<file path="config.mk">
export PLATFORM = sky130hd
export DESIGN_NAME = sleep_ctrl_regs
export DESIGN_NICKNAME = d
export VERILOG_FILES = /design/src/sleep_regs_pkg.sv /design/src/perf_count_if.sv /design/src/sleep_ctrl_regs.sv /design/src/perf_clock_counters.sv
export SDC_FILE = /design/constraint.sdc
export NUM_CORES = 1
export LEC_CHECK = 0
export BUFFER_PORTS_ARGS = -buffer_cell sky130_fd_sc_hd__buf_2
export CAP_MARGIN = 10
export CORE_MARGIN = 2
export CORE_UTILIZATION = 45
export CTS_BUF_LIST = sky130_fd_sc_hd__clkbuf_2 sky130_fd_sc_hd__clkbuf_4 sky130_fd_sc_hd__clkbuf_8
export DETAILED_ROUTE_END_ITERATION = 10
export PLACE_DENSITY = 0.72
export SETUP_SLACK_MARGIN = 0.3
export SYNTH_ARGS = -nofsm -noshare
export SYNTH_HDL_FRONTEND = slang
export SYNTH_SLANG_ARGS = --single-unit
</file>
<file path="constraint.sdc">
create_clock -name core_clk -period 3.85 [get_ports core_clk]
set_clock_uncertainty 0.1 [all_clocks]
set_input_delay 0.5775 -clock core_clk [delete_from_list [all_inputs] [get_ports core_clk]]
set_output_delay 0.5775 -clock core_clk [all_outputs]
set_load 0.03 [all_outputs]
</file>
<file path="src/sleep_regs_pkg.sv">
`default_nettype none
package sleep_regs_pkg;

  // ****************************************************************
  // bus geometry
  // ****************************************************************
  localparam int ADDR_W = 12;
  localparam int DATA_W = 32;
  localparam int STRB_W = 4;
  localparam int WORD_W = 10;
  localparam int CNT_W  = 64;

  // ****************************************************************
  // register indices; byte address is four times the index
  // ****************************************************************
  localparam logic [7:0] IDX_CFG   = 8'he2;
  localparam logic [7:0] IDX_BASE  = 8'he4;
  localparam logic [7:0] IDX_MPERF = 8'he7;
  localparam logic [7:0] IDX_APERF = 8'he8;

  // upper halves of the 64-bit registers sit in a second bank
  localparam logic [1:0] BANK_LO = 2'h0;
  localparam logic [1:0] BANK_HI = 2'h2;

  localparam logic [WORD_W-1:0] W_CFG_LO   = {BANK_LO, IDX_CFG};
  localparam logic [WORD_W-1:0] W_CFG_HI   = {BANK_HI, IDX_CFG};
  localparam logic [WORD_W-1:0] W_BASE_LO  = {BANK_LO, IDX_BASE};
  localparam logic [WORD_W-1:0] W_BASE_HI  = {BANK_HI, IDX_BASE};
  localparam logic [WORD_W-1:0] W_MPERF_LO = {BANK_LO, IDX_MPERF};
  localparam logic [WORD_W-1:0] W_MPERF_HI = {BANK_HI, IDX_MPERF};
  localparam logic [WORD_W-1:0] W_APERF_LO = {BANK_LO, IDX_APERF};
  localparam logic [WORD_W-1:0] W_APERF_HI = {BANK_HI, IDX_APERF};

  // ****************************************************************
  // field layout
  // ****************************************************************
  localparam int CFG_REDIR_EN_BIT  = 10;
  localparam int CFG_DEMOTE_C3_BIT = 25;
  localparam int CFG_DEMOTE_C1_BIT = 26;
  localparam logic [DATA_W-1:0] CFG_WRITE_MASK  = 32'h0600_0400;
  localparam logic [DATA_W-1:0] BASE_WRITE_MASK = 32'h0007_ffff;
  localparam int BASE_PORT_LSB  = 0;
  localparam int BASE_PORT_W    = 16;
  localparam int BASE_RANGE_LSB = 16;
  localparam int BASE_RANGE_W   = 3;

  localparam logic [DATA_W-1:0] CFG_RESET   = 32'h0000_0000;
  localparam logic [DATA_W-1:0] BASE_RESET  = 32'h0000_0000;
  localparam logic [CNT_W-1:0]  COUNT_RESET = 64'h0000_0000_0000_0000;
  localparam logic [DATA_W-1:0] ZERO_WORD   = 32'h0000_0000;

  localparam logic [BASE_RANGE_W-1:0] RANGE_C3 = 3'h0;
  localparam logic [BASE_RANGE_W-1:0] RANGE_C6 = 3'h1;
  localparam logic [BASE_RANGE_W-1:0] RANGE_C7 = 3'h2;

  // ****************************************************************
  // counters and sleep states
  // ****************************************************************
  localparam int NUM_CNT   = 2;
  localparam int CNT_MPERF = 0;
  localparam int CNT_APERF = 1;

  typedef enum logic [2:0] {
    CST_C1 = 3'h1,
    CST_C3 = 3'h2,
    CST_C6 = 3'h3,
    CST_C7 = 3'h4
  } cstate_t;

  localparam logic [1:0] RESP_OKAY   = 2'h0;
  localparam logic [1:0] RESP_SLVERR = 2'h2;

  function automatic logic [DATA_W-1:0] merge_strb(input logic [DATA_W-1:0] old_v,
                                                   input logic [DATA_W-1:0] new_v,
                                                   input logic [STRB_W-1:0] strb);
    logic [DATA_W-1:0] res;
    res = old_v;
    for (int b = 0; b < STRB_W; b++) begin
      if (strb[b]) begin
        res[b*8 +: 8] = new_v[b*8 +: 8];
      end
    end
    return res;
  endfunction

endpackage
`default_nettype wire

</file>
<file path="src/perf_count_if.sv">
`timescale 1ns/10ps
`default_nettype none
interface perf_count_if;
  import sleep_regs_pkg::*;
  logic [NUM_CNT-1:0] wr_lo;
  logic [NUM_CNT-1:0] wr_hi;
  logic [NUM_CNT-1:0] inc;
  logic [DATA_W-1:0]  wdata;
  logic [STRB_W-1:0]  wstrb;
  logic [CNT_W-1:0]   count [NUM_CNT];

  modport regs (output wr_lo, output wr_hi, output inc, output wdata, output wstrb,
                input count);
  modport counters (input wr_lo, input wr_hi, input inc, input wdata, input wstrb,
                    output count);
endinterface
`default_nettype wire

</file>
<file path="src/sleep_ctrl_regs.sv">
// Functional notes
// - bit 25 allows C6/C7 demotion to C3
// - bit 26 allows C3/C6/C7 demotion to C1
// - matching redirected port read becomes sleep request
// - base field reported as sleep-entry port
// - range field caps redirected depth C3/C6/C7
// - read/write counter of maximum-performance clocks
// - read/write counter of actual-performance clocks
// - bit 10 enables port-read redirection
`timescale 1ns/10ps
`default_nettype none
module sleep_ctrl_regs
  import sleep_regs_pkg::*;
(
  input  wire logic                    core_clk,
  input  wire logic                    resetn,
  input  wire logic                    ce,
  // axi4-lite slave
  input  wire logic [ADDR_W-1:0]       s_axi_awaddr,
  input  wire logic                    s_axi_awvalid,
  output logic                         s_axi_awready,
  input  wire logic [DATA_W-1:0]       s_axi_wdata,
  input  wire logic [STRB_W-1:0]       s_axi_wstrb,
  input  wire logic                    s_axi_wvalid,
  output logic                         s_axi_wready,
  output logic [1:0]                   s_axi_bresp,
  output logic                         s_axi_bvalid,
  input  wire logic                    s_axi_bready,
  input  wire logic [ADDR_W-1:0]       s_axi_araddr,
  input  wire logic                    s_axi_arvalid,
  output logic                         s_axi_arready,
  output logic [DATA_W-1:0]            s_axi_rdata,
  output logic [1:0]                   s_axi_rresp,
  output logic                         s_axi_rvalid,
  input  wire logic                    s_axi_rready,
  // core side
  input  wire logic                    max_perf_tick,
  input  wire logic                    actual_perf_tick,
  input  wire logic                    io_read_valid,
  input  wire logic [BASE_PORT_W-1:0]  io_read_port,
  output logic                         io_read_absorbed,
  input  wire logic                    sleep_req_valid,
  input  wire cstate_t                 sleep_req_state,
  output logic                         sleep_req_ready,
  input  wire logic                    uncore_demote_c3,
  input  wire logic                    uncore_demote_c1,
  output logic                         monitor_wait_request,
  output cstate_t                      monitor_wait_state,
  output logic [BASE_PORT_W-1:0]       redirect_port_base
);

  // ****************************************************************
  // register state
  // ****************************************************************
  logic [DATA_W-1:0]       cfg_q;
  logic [DATA_W-1:0]       base_q;
  logic                    aw_hold_q;
  logic [WORD_W-1:0]       aw_word_q;
  logic                    w_hold_q;
  logic [DATA_W-1:0]       wdata_q;
  logic [STRB_W-1:0]       wstrb_q;
  logic                    bvalid_q;
  logic [1:0]              bresp_q;
  logic                    rvalid_q;
  logic [DATA_W-1:0]       rdata_q;
  logic [1:0]              rresp_q;
  logic                    do_write;
  logic                    do_read;
  logic [WORD_W-1:0]       ar_word;
  logic                    redir_en;
  logic                    io_hit;
  logic [BASE_RANGE_W-1:0] range_code;
  cstate_t                 redirect_cap;
  cstate_t                 req_state;
  cstate_t                 demoted_state;
  logic                    sleep_q;
  cstate_t                 sleep_state_q;
  logic [BASE_PORT_W-1:0]  port_report_q;
  logic [DATA_W-1:0]       rd_mux;
  logic                    rd_hit;

  perf_count_if cif ();

  perf_clock_counters u_perf_clock_counters (
    .core_clk (core_clk),
    .resetn   (resetn),
    .ce       (ce),
    .cif      (cif.counters)
  );

  // ****************************************************************
  // write channel
  // ****************************************************************
  assign s_axi_awready = ce && !aw_hold_q && !bvalid_q;
  assign s_axi_wready  = ce && !w_hold_q && !bvalid_q;
  assign do_write      = ce && aw_hold_q && w_hold_q && !bvalid_q;

  always_ff @(posedge core_clk or negedge resetn) begin
    if (!resetn) begin
      aw_hold_q <= 1'b0;
      aw_word_q <= '0;
    end else if (ce) begin
      if (s_axi_awvalid && s_axi_awready) begin
        aw_hold_q <= 1'b1;
        aw_word_q <= s_axi_awaddr[ADDR_W-1:2];
      end else if (do_write) begin
        aw_hold_q <= 1'b0;
      end
    end
  end

  always_ff @(posedge core_clk or negedge resetn) begin
    if (!resetn) begin
      w_hold_q <= 1'b0;
      wdata_q  <= ZERO_WORD;
      wstrb_q  <= '0;
    end else if (ce) begin
      if (s_axi_wvalid && s_axi_wready) begin
        w_hold_q <= 1'b1;
        wdata_q  <= s_axi_wdata;
        wstrb_q  <= s_axi_wstrb;
      end else if (do_write) begin
        w_hold_q <= 1'b0;
      end
    end
  end

  always_ff @(posedge core_clk or negedge resetn) begin
    if (!resetn) begin
      bvalid_q <= 1'b0;
      bresp_q  <= RESP_OKAY;
    end else if (ce) begin
      if (do_write) begin
        bvalid_q <= 1'b1;
        unique case (aw_word_q)
          W_CFG_LO, W_CFG_HI, W_BASE_LO, W_BASE_HI,
          W_MPERF_LO, W_MPERF_HI, W_APERF_LO, W_APERF_HI: bresp_q <= RESP_OKAY;
          default: bresp_q <= RESP_SLVERR;
        endcase
      end else if (s_axi_bready) begin
        bvalid_q <= 1'b0;
      end
    end
  end

  assign s_axi_bvalid = bvalid_q;
  assign s_axi_bresp  = bresp_q;

  // ****************************************************************
  // control registers
  // ****************************************************************
  // upper words hold nothing but reserved bits, so writes there are dropped
  always_ff @(posedge core_clk or negedge resetn) begin
    if (!resetn) begin
      cfg_q <= CFG_RESET;
    end else if (ce && do_write && aw_word_q == W_CFG_LO) begin
      cfg_q <= merge_strb(cfg_q, wdata_q, wstrb_q) & CFG_WRITE_MASK;
    end
  end

  always_ff @(posedge core_clk or negedge resetn) begin
    if (!resetn) begin
      base_q <= BASE_RESET;
    end else if (ce && do_write && aw_word_q == W_BASE_LO) begin
      base_q <= merge_strb(base_q, wdata_q, wstrb_q) & BASE_WRITE_MASK;
    end
  end

  assign cif.wdata = wdata_q;
  assign cif.wstrb = wstrb_q;
  // one process drives wr_lo, wr_hi and inc, so no bit of them has two drivers
  always_comb begin
    cif.wr_lo            = '0;
    cif.wr_hi            = '0;
    cif.inc              = '0;
    cif.wr_lo[CNT_MPERF] = do_write && aw_word_q == W_MPERF_LO;
    cif.wr_hi[CNT_MPERF] = do_write && aw_word_q == W_MPERF_HI;
    cif.wr_lo[CNT_APERF] = do_write && aw_word_q == W_APERF_LO;
    cif.wr_hi[CNT_APERF] = do_write && aw_word_q == W_APERF_HI;
    cif.inc[CNT_MPERF]   = max_perf_tick;
    cif.inc[CNT_APERF]   = actual_perf_tick;
  end

  // ****************************************************************
  // read channel
  // ****************************************************************
  assign s_axi_arready = ce && !rvalid_q;
  assign do_read       = s_axi_arvalid && s_axi_arready;
  assign ar_word       = s_axi_araddr[ADDR_W-1:2];

  always_comb begin
    rd_mux = ZERO_WORD;
    rd_hit = 1'b1;
    unique case (ar_word)
      W_CFG_LO:   rd_mux = cfg_q;
      W_BASE_LO:  rd_mux = base_q;
      W_CFG_HI, W_BASE_HI: rd_mux = ZERO_WORD;
      W_MPERF_LO: rd_mux = cif.count[CNT_MPERF][DATA_W-1:0];
      W_MPERF_HI: rd_mux = cif.count[CNT_MPERF][CNT_W-1:DATA_W];
      W_APERF_LO: rd_mux = cif.count[CNT_APERF][DATA_W-1:0];
      W_APERF_HI: rd_mux = cif.count[CNT_APERF][CNT_W-1:DATA_W];
      default:    rd_hit = 1'b0;
    endcase
  end

  always_ff @(posedge core_clk or negedge resetn) begin
    if (!resetn) begin
      rvalid_q <= 1'b0;
      rdata_q  <= ZERO_WORD;
      rresp_q  <= RESP_OKAY;
    end else if (ce) begin
      if (do_read) begin
        rvalid_q <= 1'b1;
        rdata_q  <= rd_mux;
        rresp_q  <= rd_hit ? RESP_OKAY : RESP_SLVERR;
      end else if (s_axi_rready) begin
        rvalid_q <= 1'b0;
      end
    end
  end

  assign s_axi_rvalid = rvalid_q;
  assign s_axi_rdata  = rdata_q;
  assign s_axi_rresp  = rresp_q;

  // ****************************************************************
  // port-read redirection and demotion
  // ****************************************************************
  assign redir_en   = cfg_q[CFG_REDIR_EN_BIT];
  assign range_code = base_q[BASE_RANGE_LSB +: BASE_RANGE_W];
  assign io_hit     = ce && redir_en && io_read_valid &&
                      io_read_port == base_q[BASE_PORT_LSB +: BASE_PORT_W];
  assign io_read_absorbed = io_hit;
  // a redirected read outranks a core request in the same cycle
  assign sleep_req_ready  = ce && !io_hit;

  // reserved range codes fall back to the shallowest cap
  always_comb begin
    unique case (range_code)
      RANGE_C6: redirect_cap = CST_C6;
      RANGE_C7: redirect_cap = CST_C7;
      default:  redirect_cap = CST_C3;
    endcase
  end

  assign req_state = io_hit ? redirect_cap : sleep_req_state;

  // demotion to C1 is the stronger hint and is checked first
  always_comb begin
    demoted_state = req_state;
    if (cfg_q[CFG_DEMOTE_C1_BIT] && uncore_demote_c1 &&
        (req_state == CST_C3 || req_state == CST_C6 || req_state == CST_C7)) begin
      demoted_state = CST_C1;
    end else if (cfg_q[CFG_DEMOTE_C3_BIT] && uncore_demote_c3 &&
                 (req_state == CST_C6 || req_state == CST_C7)) begin
      demoted_state = CST_C3;
    end
  end

  always_ff @(posedge core_clk or negedge resetn) begin
    if (!resetn) begin
      sleep_q       <= 1'b0;
      sleep_state_q <= CST_C1;
    end else if (ce) begin
      sleep_q <= io_hit || sleep_req_valid;
      if (io_hit || sleep_req_valid) begin
        sleep_state_q <= demoted_state;
      end
    end
  end

  assign monitor_wait_request = sleep_q;
  assign monitor_wait_state   = sleep_state_q;

  always_ff @(posedge core_clk or negedge resetn) begin
    if (!resetn) begin
      port_report_q <= '0;
    end else if (ce) begin
      port_report_q <= redir_en ? base_q[BASE_PORT_LSB +: BASE_PORT_W] : '0;
    end
  end

  assign redirect_port_base = port_report_q;

endmodule
`default_nettype wire

</file>
<file path="src/perf_clock_counters.sv">
`timescale 1ns/10ps
`default_nettype none
module perf_clock_counters
  import sleep_regs_pkg::*;
(
  input  wire logic   core_clk,
  input  wire logic   resetn,
  input  wire logic   ce,
  perf_count_if.counters cif
);

  // ****************************************************************
  // free-running 64-bit counters, software can load either half
  // ****************************************************************
  // a software write in the same cycle as a tick wins; the tick is lost,
  // which keeps the loaded value exact
  for (genvar g = 0; g < NUM_CNT; g++) begin : g_cnt
    always_ff @(posedge core_clk or negedge resetn) begin
      if (!resetn) begin
        cif.count[g] <= COUNT_RESET;
      end else if (ce) begin
        if (cif.wr_lo[g]) begin
          cif.count[g][DATA_W-1:0] <= merge_strb(cif.count[g][DATA_W-1:0],
                                                 cif.wdata, cif.wstrb);
        end else if (cif.wr_hi[g]) begin
          cif.count[g][CNT_W-1:DATA_W] <= merge_strb(cif.count[g][CNT_W-1:DATA_W],
                                                     cif.wdata, cif.wstrb);
        end else if (cif.inc[g]) begin
          cif.count[g] <= cif.count[g] + CNT_W'(1);
        end
      end
    end
  end

endmodule
`default_nettype wire

</file>
* Word level (Yosys, flattened, before mapping)
Cells that the tools add are included.
Word-level totals: bits in latches 0, input bits 93, memory bits (read-only) 0, bits in writable memories 0, register bits after elaboration 256, memories 0, output and inout port bits 63, word-level logic and storage cells 181
Cells by class: add/sub/neg operators 2, div/mod/pow operators 0, eq/ne operators 40, multiply operators 0, reduce and logical (&&, ||, !) cells 75, bitwise operators 2, multiplexer cells 28, shift operators 0, magnitude comparators 0
Operators by type and width (number):
- 32-bit two-way mux | 6
- 32-bit one-hot mux with 6 select lines | 1
- 64-bit by 1-bit adder with 64-bit output (second input constant) | 2
- 64-bit two-way mux | 2
- 10-bit == test (second input constant) | 8
- 10-bit by 8-bit == test with 1-bit output (second input constant) | 8
- 4-bit AND reduction | 16
- 2-bit != test (second input constant) | 18
- 8-bit two-way mux | 4
- 2-bit AND reduction | 14
- 1-bit logical AND | 26
- 16-bit == test | 1
- 16-bit two-way mux | 1
- 2-bit nonzero test | 8
- 8-bit OR reduction | 2
- 3-bit by 2-bit == test with 1-bit output (second input constant) | 3
- 3-bit two-way mux | 3
- 1-bit two-way mux | 8
- 3-bit one-hot mux with 2 select lines | 1
- 1-bit logical NOT | 5
- 1-bit logical OR | 4
- 2-bit two-way mux | 2
- 3-bit by 1-bit == test with 1-bit output (second input constant) | 1
- 3-bit == test (second input constant) | 1
- 1-bit inverter | 2

* Longest topological paths before layout
Gate-level depths: netlist of run 1.
depth after elaboration 9, gate-level depth with buffers 9, depth with buffers taken out 7

* Cells and area by module
A second synthesis of run 1 with hierarchy kept.
Unflattened totals: cells, all modules 1737, area total of the unflattened synthesis 15303.4 um^2
Modules (own cells, without submodules):
- perf_clock_counters | area each 9075.0 um^2, seq. area each 3203.1 um^2, cells each 1172, instances 1
- sleep_ctrl_regs | area each 6228.5 um^2, seq. area each 3154.3 um^2, cells each 565, instances 1

* Worst setup path before layout of run 1
Ideal clock, no wire load.
path type input to output, from in io_read_port[13], to out io_read_absorbed, data required time 3.172 ns, setup slack 0.958 ns, stages on the path 3, path buffers 0, arrival time 2.214 ns, path through xor2_1 -> or4_1 -> nor4_1
Between the ends: word-level cells in the longest chain between the ends 2
Ends and longest elaborated chain:
- from (decl) | RTL line sleep_ctrl_regs.sv:40 | input wire logic [BASE_PORT_W-1:0] io_read_port,
- 16-bit == test | RTL line sleep_ctrl_regs.sv:232 | io_read_port == base_q[BASE_PORT_LSB +: BASE_PORT_W];
- 1-bit logical AND | RTL line sleep_ctrl_regs.sv:231 | assign io_hit = ce && redir_en && io_read_valid &&
- to (decl) | RTL line sleep_ctrl_regs.sv:41 | output logic io_read_absorbed,
Every way passes these cells.

* Worst setup path in the final report of run 1
from reg base_q[9], to out sleep_req_ready
Between the ends: word-level cells in the longest chain between the ends 4
Ends and longest elaborated chain:
- from (decl) | RTL line sleep_ctrl_regs.sv:56 | logic [DATA_W-1:0] base_q;
- from (signal assigned) | RTL line sleep_ctrl_regs.sv:165 | base_q <= merge_strb(base_q, wdata_q, wstrb_q) & BASE_WRITE_MASK;
- 16-bit == test | RTL line sleep_ctrl_regs.sv:232
- 1-bit logical AND | RTL line sleep_ctrl_regs.sv:231
- 1-bit logical NOT | RTL line sleep_ctrl_regs.sv:235 | assign sleep_req_ready = ce && !io_hit;
- 1-bit logical AND | RTL line sleep_ctrl_regs.sv:235
- to (decl) | RTL line sleep_ctrl_regs.sv:44 | output logic sleep_req_ready,
Every way passes these cells.

==> qor.csv, run 1 <==
stage,metric,value,unit
clock_tree,number of clock sinks seen by CTS,254,
sta,post-layout worst setup margin,562,ps
floorplan,starting utilization of the core area,45.9,%
detailed_routing,DRT Wirelength,53600,um
clock_tree,number of buffers inserted to repair setup after CTS,0,
global_routing,via count of the first global-routing pass,13900,
worst_setup_path,Startpoint Class,flip-flop,
power,total power density per cell area,469,mW/mm^2
clock_tree,clock-pin slew reported for the worst setup and hold paths after clock tree synthesis,60,ps
sta,unrepaired setup endpoints after global routing,no,
power,worst vdd rail ir drop,319,uV
clock_tree,later-pin clock latency in the skew report,600,ps
floorplan,Top-Level Pins,156,
cells_and_area,Final Instance Area,0.0172,mm^2
synthesis,YS warnings,0,
sta,transition time at the pin with the least slew margin,1180,ps
detailed_routing,vias post-DR,15000,
synthesis,area of the mapped netlist,0.0150,mm^2
synthesis,"Primary FF master, synth",sky130_fd_sc_hd__dfrtp_1,
synthesis,mean instance size in the synthesized netlist,8.78,um^2
synthesis,sequential element share of the synthesized area,42.4,%
sta,part of the cycle the worst path needs,85.4,%
place,gp weighted congestion,0.976,
cells_and_area,number of diodes,0,
detailed_routing,First-pass DRT Iterations,7,
flow_run,number of max-cap violations,0,
global_routing,wire length of the first global-routing pass,82100,um
global_routing,residual overflow from global routing,0,
cells_and_area,total area of multi-input combinational cells,0.00803,mm^2
synthesis,number of enable flip-flop cells after synthesis,0,
power,static leakage,7.36,nW
detailed_routing,final routed wire length divided by cell count,23.1,um
sta,highest clock rate,304,MHz
sta,total setup violations reported at the end of the flow,0,
sta,total negative slack for setup checks,0,ps
global_routing,initial antenna violation count,1,
place,Post-Place Cell Area,0.0162,mm^2
cells_and_area,FF+latch area,0.00636,mm^2
cells_and_area,layout cells sized above 1,21.0,%
clock_tree,CTS tree,built,
sta,Final Slew Violations,0,
detailed_routing,DRC viols,0,
detailed_routing,Routed Antenna Nets,0,
worst_setup_path,endpoint type of the worst setup path,output port,
synthesis,cell types occupying the most area after synthesis,"sky130_fd_sc_hd__dfrtp_1 (42%), sky130_fd_sc_hd__mux2_2 (6.4%), sky130_fd_sc_hd__a21oi_1 (6.0%)",
place,Placed Cells incl. Taps,2234,
synthesis,async set-reset flop share out of synthesis,100,%
floorplan,floorplan die height,187,um
outcome,status,finished clean,
floorplan,Die Span X,187,um
floorplan,Core Region,0.0327,mm^2
place,number of buffers added on ports,149,
place,HPWL after detailed placement,38600,um
floorplan,die area,0.0348,mm^2
synthesis,fraction of synthesized cell area taken by the top area cell type,42.2,%
synthesis,Mapped Cells,1709,
sta,worst max-slew margin expressed relative to the limit,21.2,%
clock_tree,CTS root buffer,sky130_fd_sc_hd__clkbuf_8,
power,"sum of internal, switching and leakage power",8.05,mW
floorplan,number of cell rows,66,
sta,final critical delay including setup and external delays,3290,ps
detailed_routing,routed via count divided by cell count,6.49,
global_routing,largest net degree at the start of global routing,91,
cells_and_area,Layout Area Growth over Synthesis,14.3,%
worst_setup_path,worst setup path class,flip-flop to output port,
synthesis,Netlist cell types,81,
hold_path,kind of path behind the tightest hold check,input port to flip-flop,
synthesis,number of synthesized register bits,254,
clock_tree,number of levels the H-tree was split into,2,
clock_tree,Bufs on Longest Clock Path,3,
global_routing,GRT Resource Usage Total,30.0,%
worst_setup_path,maximum fanout along the worst path,4,
place,Post-Place Worst Slack,702,ps
cells_and_area,final net count,1936,
cells_and_area,post-route non-filler standard cell count,2316,
sta,final hold vios,0,
clock_tree,number of clock buffers inserted by TritonCTS,46,
worst_setup_path,required time of the critical path,3170,ps
detailed_routing,violation count after the first detailed-routing iteration,2119,
worst_setup_path,arrival time of data at the critical path endpoint,2610,ps
synthesis,top cell type by total area after synthesis,sky130_fd_sc_hd__dfrtp_1,
cells_and_area,final-layout fill cell count,3095,
## synth_stat cells (all sizes together), types with 8 or more instances
library cell,count
or3,10
xor2,10
a21o,11
o31ai,12
o21ai,120
nor2,84
mux2,85
and2,9
a22o,38
nand2,223
a21oi,184
nand2b,9
a2bb2oi,18
a31oi,13
nand3,106
inv,43
buf,41
and4,17
nor3,40
dfrtp,253
nor4,15
o22a,8
xnor2,9
o22ai,53
and3,33
a222oi,22
a221oi,12
nand4,51
o32ai,15
clkbuf,67
## sequential cells by signal (all words and copies together) (netlist names), 3 cells and up
name	cells
monitor_wait_state	3
redirect_port_base	16
s_axi_rdata	32
u_perf_clock_counters.cif.count	128
base_q	19
cfg_q	3
cif.wdata	32
cif.wstrb	4
aw_word_q	10
## kinds of logic after synthesis
logic type	share of synthesized area [%]
flops	42.4
fa+ha+maj	0.167
mux	6.78
simple gates	21.5
compound gates	23.8
other cells	0.0250
buf+inv	4.28
xor+xnor	1.11
## report_power, final
| group | leakage [nW] | switching, mW | internal (mW) |
|---|---|---|---|
| Combinational | 3.54 | 0.701 | 0.556 |
| Sequential | 3.30 | 1.01 | 3.05 |
| Clock | 0.521 | 1.22 | 1.51 |
| Total | 7.36 | 2.93 | 5.12 |
## cells in the final DEF (no fill, tap or decap), types with 12 or more instances in the layout
| cell | synthesis | routed |
|---|---|---|
| sky130_fd_sc_hd__and4_1 | 17 | 17 |
| sky130_fd_sc_hd__nand2_1 | 222 | 221 |
| sky130_fd_sc_hd__dfrtp_1 | 253 | 253 |
| sky130_fd_sc_hd__buf_2 | 30 | 148 |
| sky130_fd_sc_hd__mux2_2 | 85 | 85 |
| sky130_fd_sc_hd__nand4_1 | 51 | 51 |
| sky130_fd_sc_hd__a22o_1 | 38 | 38 |
| sky130_fd_sc_hd__clkbuf_8 | 0 | 54 |
| sky130_fd_sc_hd__a31oi_1 | 12 | 12 |
| sky130_fd_sc_hd__o21ai_0 | 111 | 111 |
| sky130_fd_sc_hd__and3_1 | 33 | 33 |
| sky130_fd_sc_hd__buf_4 | 6 | 40 |
| sky130_fd_sc_hd__o32ai_1 | 15 | 15 |
| sky130_fd_sc_hd__a21oi_1 | 181 | 181 |
| sky130_fd_sc_hd__nor2_1 | 83 | 83 |
| sky130_fd_sc_hd__nand3_1 | 105 | 105 |
| sky130_fd_sc_hd__a2bb2oi_1 | 18 | 18 |
| sky130_fd_sc_hd__o31ai_1 | 12 | 12 |
| sky130_fd_sc_hd__inv_1 | 43 | 43 |
| sky130_fd_sc_hd__clkbuf_4 | 0 | 17 |
| sky130_fd_sc_hd__a222oi_1 | 22 | 22 |
| sky130_fd_sc_hd__o22ai_1 | 53 | 53 |
| sky130_fd_sc_hd__a221oi_1 | 12 | 12 |
| sky130_fd_sc_hd__nor3_1 | 37 | 37 |
## critical path, stage by stage (launching register included)
cell and delay (ps):
sky130_fd_sc_hd__dfrtp_1 460, sky130_fd_sc_hd__xor2_1 200, sky130_fd_sc_hd__or4_1 540, sky130_fd_sc_hd__nor4_2 400
sky130_fd_sc_hd__a21o_1 210, sky130_fd_sc_hd__inv_1 50, sky130_fd_sc_hd__buf_2 170
## worst paths after layout
check | startpoint | endpoint | slack, ps | cells after the start
min in group asynchronous | resetn | cif.wdata[5] | 470 | 2
max in group asynchronous | resetn | u_perf_clock_counters.cif.count[46] | 2240 | 3
worst max register to register | s_axi_bvalid | u_perf_clock_counters.cif.count[107] | 870 | 6
worst min register to register | monitor_wait_state[0] | monitor_wait_state[0] | 370 | 2
worst max-delay path | base_q[9] | sleep_req_ready | 560 | 6
worst min-delay path | s_axi_wdata[3] | cif.wdata[3] | 120 | 2
## timing repair
action	CTS	global route
endpoints found under the hold margin	86	0
hold buffers	1	0
gates resized for setup	0	1
setup endpoints to repair	0	1
## per-layer routing
| metal | share of wire, % | vias to the layer above | GRT usage (%) |
|---|---|---|---|
| met1 | 41 | 7245 | 41.6 |
| li1 | - | 6724 | - |
| met3 | 11 | 143 | 6.77 |
| met5 | 0.019 | - | 0 |
| met4 | 4.1 | 2 | 12.4 |
| met2 | 44 | 914 | 45.3 |
## stage by stage
step                      utilization (%)  hold WS [ps]
after detailed placement             49.5           353
final                                52.4           118
after floorplan                         -           182
after CTS                            52.4           103
after global routing                 52.4           112
after global placement               49.5           359
## area by class of cell
type | instances | share of cell area, %
Multi-Input combinational cell | 1305 | 46.8
Sequential cell | 254 | 37.1
Clock buffer | 71 | 5.08
Timing Repair Buffer | 191 | 6.33
Inverter | 43 | 0.941
Clock inverter | 10 | 0.533
Tap cell | 442 | 3.22
(Power assumes the default switching activity.)
==> run 2, diff against run 1 <==
--- a/config.mk
+++ b/config.mk
@@ -6,7 +6,7 @@
 export NUM_CORES = 1
 export LEC_CHECK = 0
 export BUFFER_PORTS_ARGS = -buffer_cell sky130_fd_sc_hd__buf_2
-export CAP_MARGIN = 10
+export CAP_MARGIN = 20
 export CORE_MARGIN = 2
 export CORE_UTILIZATION = 45
 export CTS_BUF_LIST = sky130_fd_sc_hd__clkbuf_2 sky130_fd_sc_hd__clkbuf_4 sky130_fd_sc_hd__clkbuf_8
==> constraint.sdc (replaced) <==
create_clock -name core_clk -period 3.85 [get_ports core_clk]
set_clock_uncertainty 0.1 [all_clocks]
set_input_delay 0.5775 -clock core_clk [delete_from_list [all_inputs] [get_ports core_clk]]
set_output_delay 0.5775 -clock core_clk [all_outputs]
set_load 0.05 [all_outputs]
==> run 2 against run 1 <==
  * Clock-buffer cell count fell by 5
  * Die area is the same
  * Largest cell class unchanged
  * Via count rose by 0.53%
  * Non-clock buffer count rose by 6
==> qor.csv, run 2 (synthesis gave the netlist of run 1 again) <==
stage,metric,value,unit,change
detailed_routing,vias post-DR,15100,,+0.53%
detailed_routing,DRT Wirelength,53900,um,+0.47%
flow_run,number of max-cap violations,0,,unchanged
power,worst vdd rail ir drop,332,uV,+4.2%
floorplan,number of cell rows,66,,unchanged
clock_tree,clock-pin slew reported for the worst setup and hold paths after clock tree synthesis,60,ps,about the same
hold_path,number of cells on the worst hold path,3,,+1
worst_setup_path,endpoint type of the worst setup path,output port,,
worst_setup_path,launch instance of the worst register-to-register path,aw_word_q[9],,
worst_setup_path,critical path's largest stage delay,540,ps,about the same
detailed_routing,Routed Antenna Nets,0,,unchanged
floorplan,starting utilization of the core area,45.9,%,unchanged
sta,final critical delay including setup and external delays,3310,ps,+20.2 ps
power,static leakage,7.41,nW,+0.79%
worst_setup_path,Critical path origin,base_q[9],,
clock_tree,number of buffers inserted to repair setup after CTS,0,,unchanged
cells_and_area,layout cells sized above 1,21.2,%,+0.25 points
worst_setup_path,capture point of the worst reg-to-reg path,u_perf_clock_counters.cif.count[78],,
worst_setup_path,maximum fanout along the worst path,4,,unchanged
clock_tree,number of clock buffers inserted by TritonCTS,46,,unchanged
clock_tree,number of levels the H-tree was split into,2,,unchanged
worst_setup_path,worst reg2reg setup slack,870,ps,about the same
sta,total setup violations reported at the end of the flow,0,,unchanged
sta,unrepaired setup endpoints after global routing,no,,
worst_setup_path,worst-path cell with the longest stage delay,sky130_fd_sc_hd__or4_1,,
worst_setup_path,destination of the critical timing path,sleep_req_ready,,
worst_setup_path,required time of the critical path,3170,ps,about the same
sta,total negative slack for setup checks,0,ps,unchanged
worst_setup_path,worst setup path class,flip-flop to output port,,
sta,Final Slew Violations,0,,unchanged
floorplan,die area,0.0348,mm^2,unchanged
clock_tree,Bufs on Longest Clock Path,3,,unchanged
sta,highest clock rate,302,MHz,-0.61%
power,total power density per cell area,478,mW/mm^2,+1.8%
detailed_routing,First-pass DRT Iterations,9,,+2
clock_tree,CTS root buffer,sky130_fd_sc_hd__clkbuf_8,,
cells_and_area,number of flip-flops in the largest register,128,,unchanged
clock_tree,number of clock sinks seen by CTS,254,,unchanged
cells_and_area,Layout Area Growth over Synthesis,15.0,%,
global_routing,largest net degree at the start of global routing,88,,-3.3%
worst_setup_path,cell class contributing the biggest share of worst-path delay,simple AND/OR/NAND/NOR gates,,
sta,worst hold slack,104,ps,-13.7 ps
place,number of buffers added on ports,149,,unchanged
cells_and_area,Final Instance Area,0.0173,mm^2,+0.69%
place,Post-Place Cell Area,0.0162,mm^2,+0.14%
floorplan,Top-Level Pins,156,,unchanged
sta,part of the cycle the worst path needs,85.9,%,+0.52 points
sta,final hold vios,0,,unchanged
global_routing,residual overflow from global routing,0,,unchanged
global_routing,GRT Resource Usage Total,30.1,%,+0.15 points
cells_and_area,number of diodes,0,,unchanged
place,HPWL after detailed placement,38600,um,about the same
detailed_routing,DRC viols,0,,unchanged
cells_and_area,largest register by flop count,u_perf_clock_counters.cif.count,,
global_routing,wire length of the first global-routing pass,82100,um,about the same
worst_setup_path,length in cells of the worst reg-to-reg path,6,,unchanged
floorplan,Core Region,0.0327,mm^2,unchanged
worst_setup_path,Crit path buffers/inverters,2,,unchanged
cells_and_area,final net count,1942,,+0.31%
floorplan,floorplan die height,187,um,unchanged
outcome,status,finished clean,,
sta,transition time at the pin with the least slew margin,1080,ps,-101 ps
worst_setup_path,cell-by-cell listing of the critical path,xor2_1 > or4_1 > nor4_2 > a21o_1 > inv_1 > buf_2,,
worst_setup_path,Startpoint Class,flip-flop,,
detailed_routing,final routed wire length divided by cell count,23.2,um,+0.21%
global_routing,initial antenna violation count,0,,-1
worst_setup_path,arrival time of data at the critical path endpoint,2630,ps,+20 ps
place,gp weighted congestion,0.988,,+1.2%
sta,worst max-slew margin expressed relative to the limit,27.9,%,+6.7 points
detailed_routing,routed via count divided by cell count,6.51,,+0.27%
floorplan,Die Span X,187,um,unchanged
global_routing,via count of the first global-routing pass,13800,,-0.65%
cells_and_area,"most common cell after layout, fill and taps aside",sky130_fd_sc_hd__dfrtp_1,,
detailed_routing,violation count after the first detailed-routing iteration,1997,,-5.8%
worst_setup_path,Critical Path Stages,6,,unchanged
clock_tree,CTS tree,built,,
cells_and_area,"commonest cells after routing, fill and taps aside","sky130_fd_sc_hd__dfrtp_1 (253), sky130_fd_sc_hd__nand2_1 (221), sky130_fd_sc_hd__a21oi_1 (181), sky130_fd_sc_hd__buf_2 (148), sky130_fd_sc_hd__o21ai_0 (111)",,
clock_tree,later-pin clock latency in the skew report,590,ps,about the same
hold_path,kind of path behind the tightest hold check,input port to flip-flop,,
==> run 2: routing by layer <==
layer | vias up | track usage, % | routed length, um | part of all wire (%)
met1 | 7255 | 40.4 | 21500 | 40
met5 | - | 0 | 0 | 0
met4 | 0 | 13.3 | 2470 | 4.6
met2 | 947 | 45.4 | 23600 | 44
li1 | 6742 | - | - | -
met3 | 164 | 8.56 | 6330 | 12
==> run 2: final cells by class <==
cell class              instances  area (um^2)
well taps                     442          553
repair buffers                197         1130
clock inverters                15          178
fillers                      3086        15400
clock buffers                  66          858
multi-input cells            1305         8030
flip-flops and latches        254         6360
inverters                      43          161
==> run 2: through the flow <==
stage               power [mW]  worst slack (ps)  cells  util, %
floorplan                 4.44               409   1710        -
global placement          5.26               727   2237     49.5
detailed placement        5.30               659   2237     49.5
CTS                       8.21               378   2319     52.7
global route              8.57               445   2322     52.8
finish                    8.25               542   2322     52.8
==> run 2: how the worst min path moves through the flow <==
stage	from	endpoint	slack, ps
2_1_floorplan	resetn	aw_hold_q	180
3_3_place_gp	monitor_wait_state[0]	monitor_wait_state[0]	360
3_5_place_dp	s_axi_rdata[28]	s_axi_rdata[28]	370
4_1_cts	s_axi_awaddr[11]	aw_word_q[9]	80
5_1_grt	s_axi_wdata[2]	cif.wdata[2]	90
6_report	s_axi_awaddr[5]	aw_word_q[3]	100
==> run 2: worst min-delay path: cells and delay by family <==
family	cells	cell delay, ps
simple gates	1	40
compound gates	1	60
buf+inv	1	80
==> run 2: power breakdown <==
| group | internal, mW | switching [mW] | total, mW | leakage [nW] |
|---|---|---|---|---|
| sequential | 3.05 | 1.03 | 4.08 | 3.30 |
| clock | 1.70 | 1.20 | 2.90 | 0.550 |
| combinational | 0.552 | 0.716 | 1.27 | 3.57 |
==> run 2: timing repair <==
| item | 4_1_cts | 5_1_grt |
|---|---|---|
| hold endpoints to repair | 82 | 0 |
| endpoints found under the setup margin | 0 | 1 |
| resized for setup | 0 | 1 |
| hold buffers | 1 | 0 |
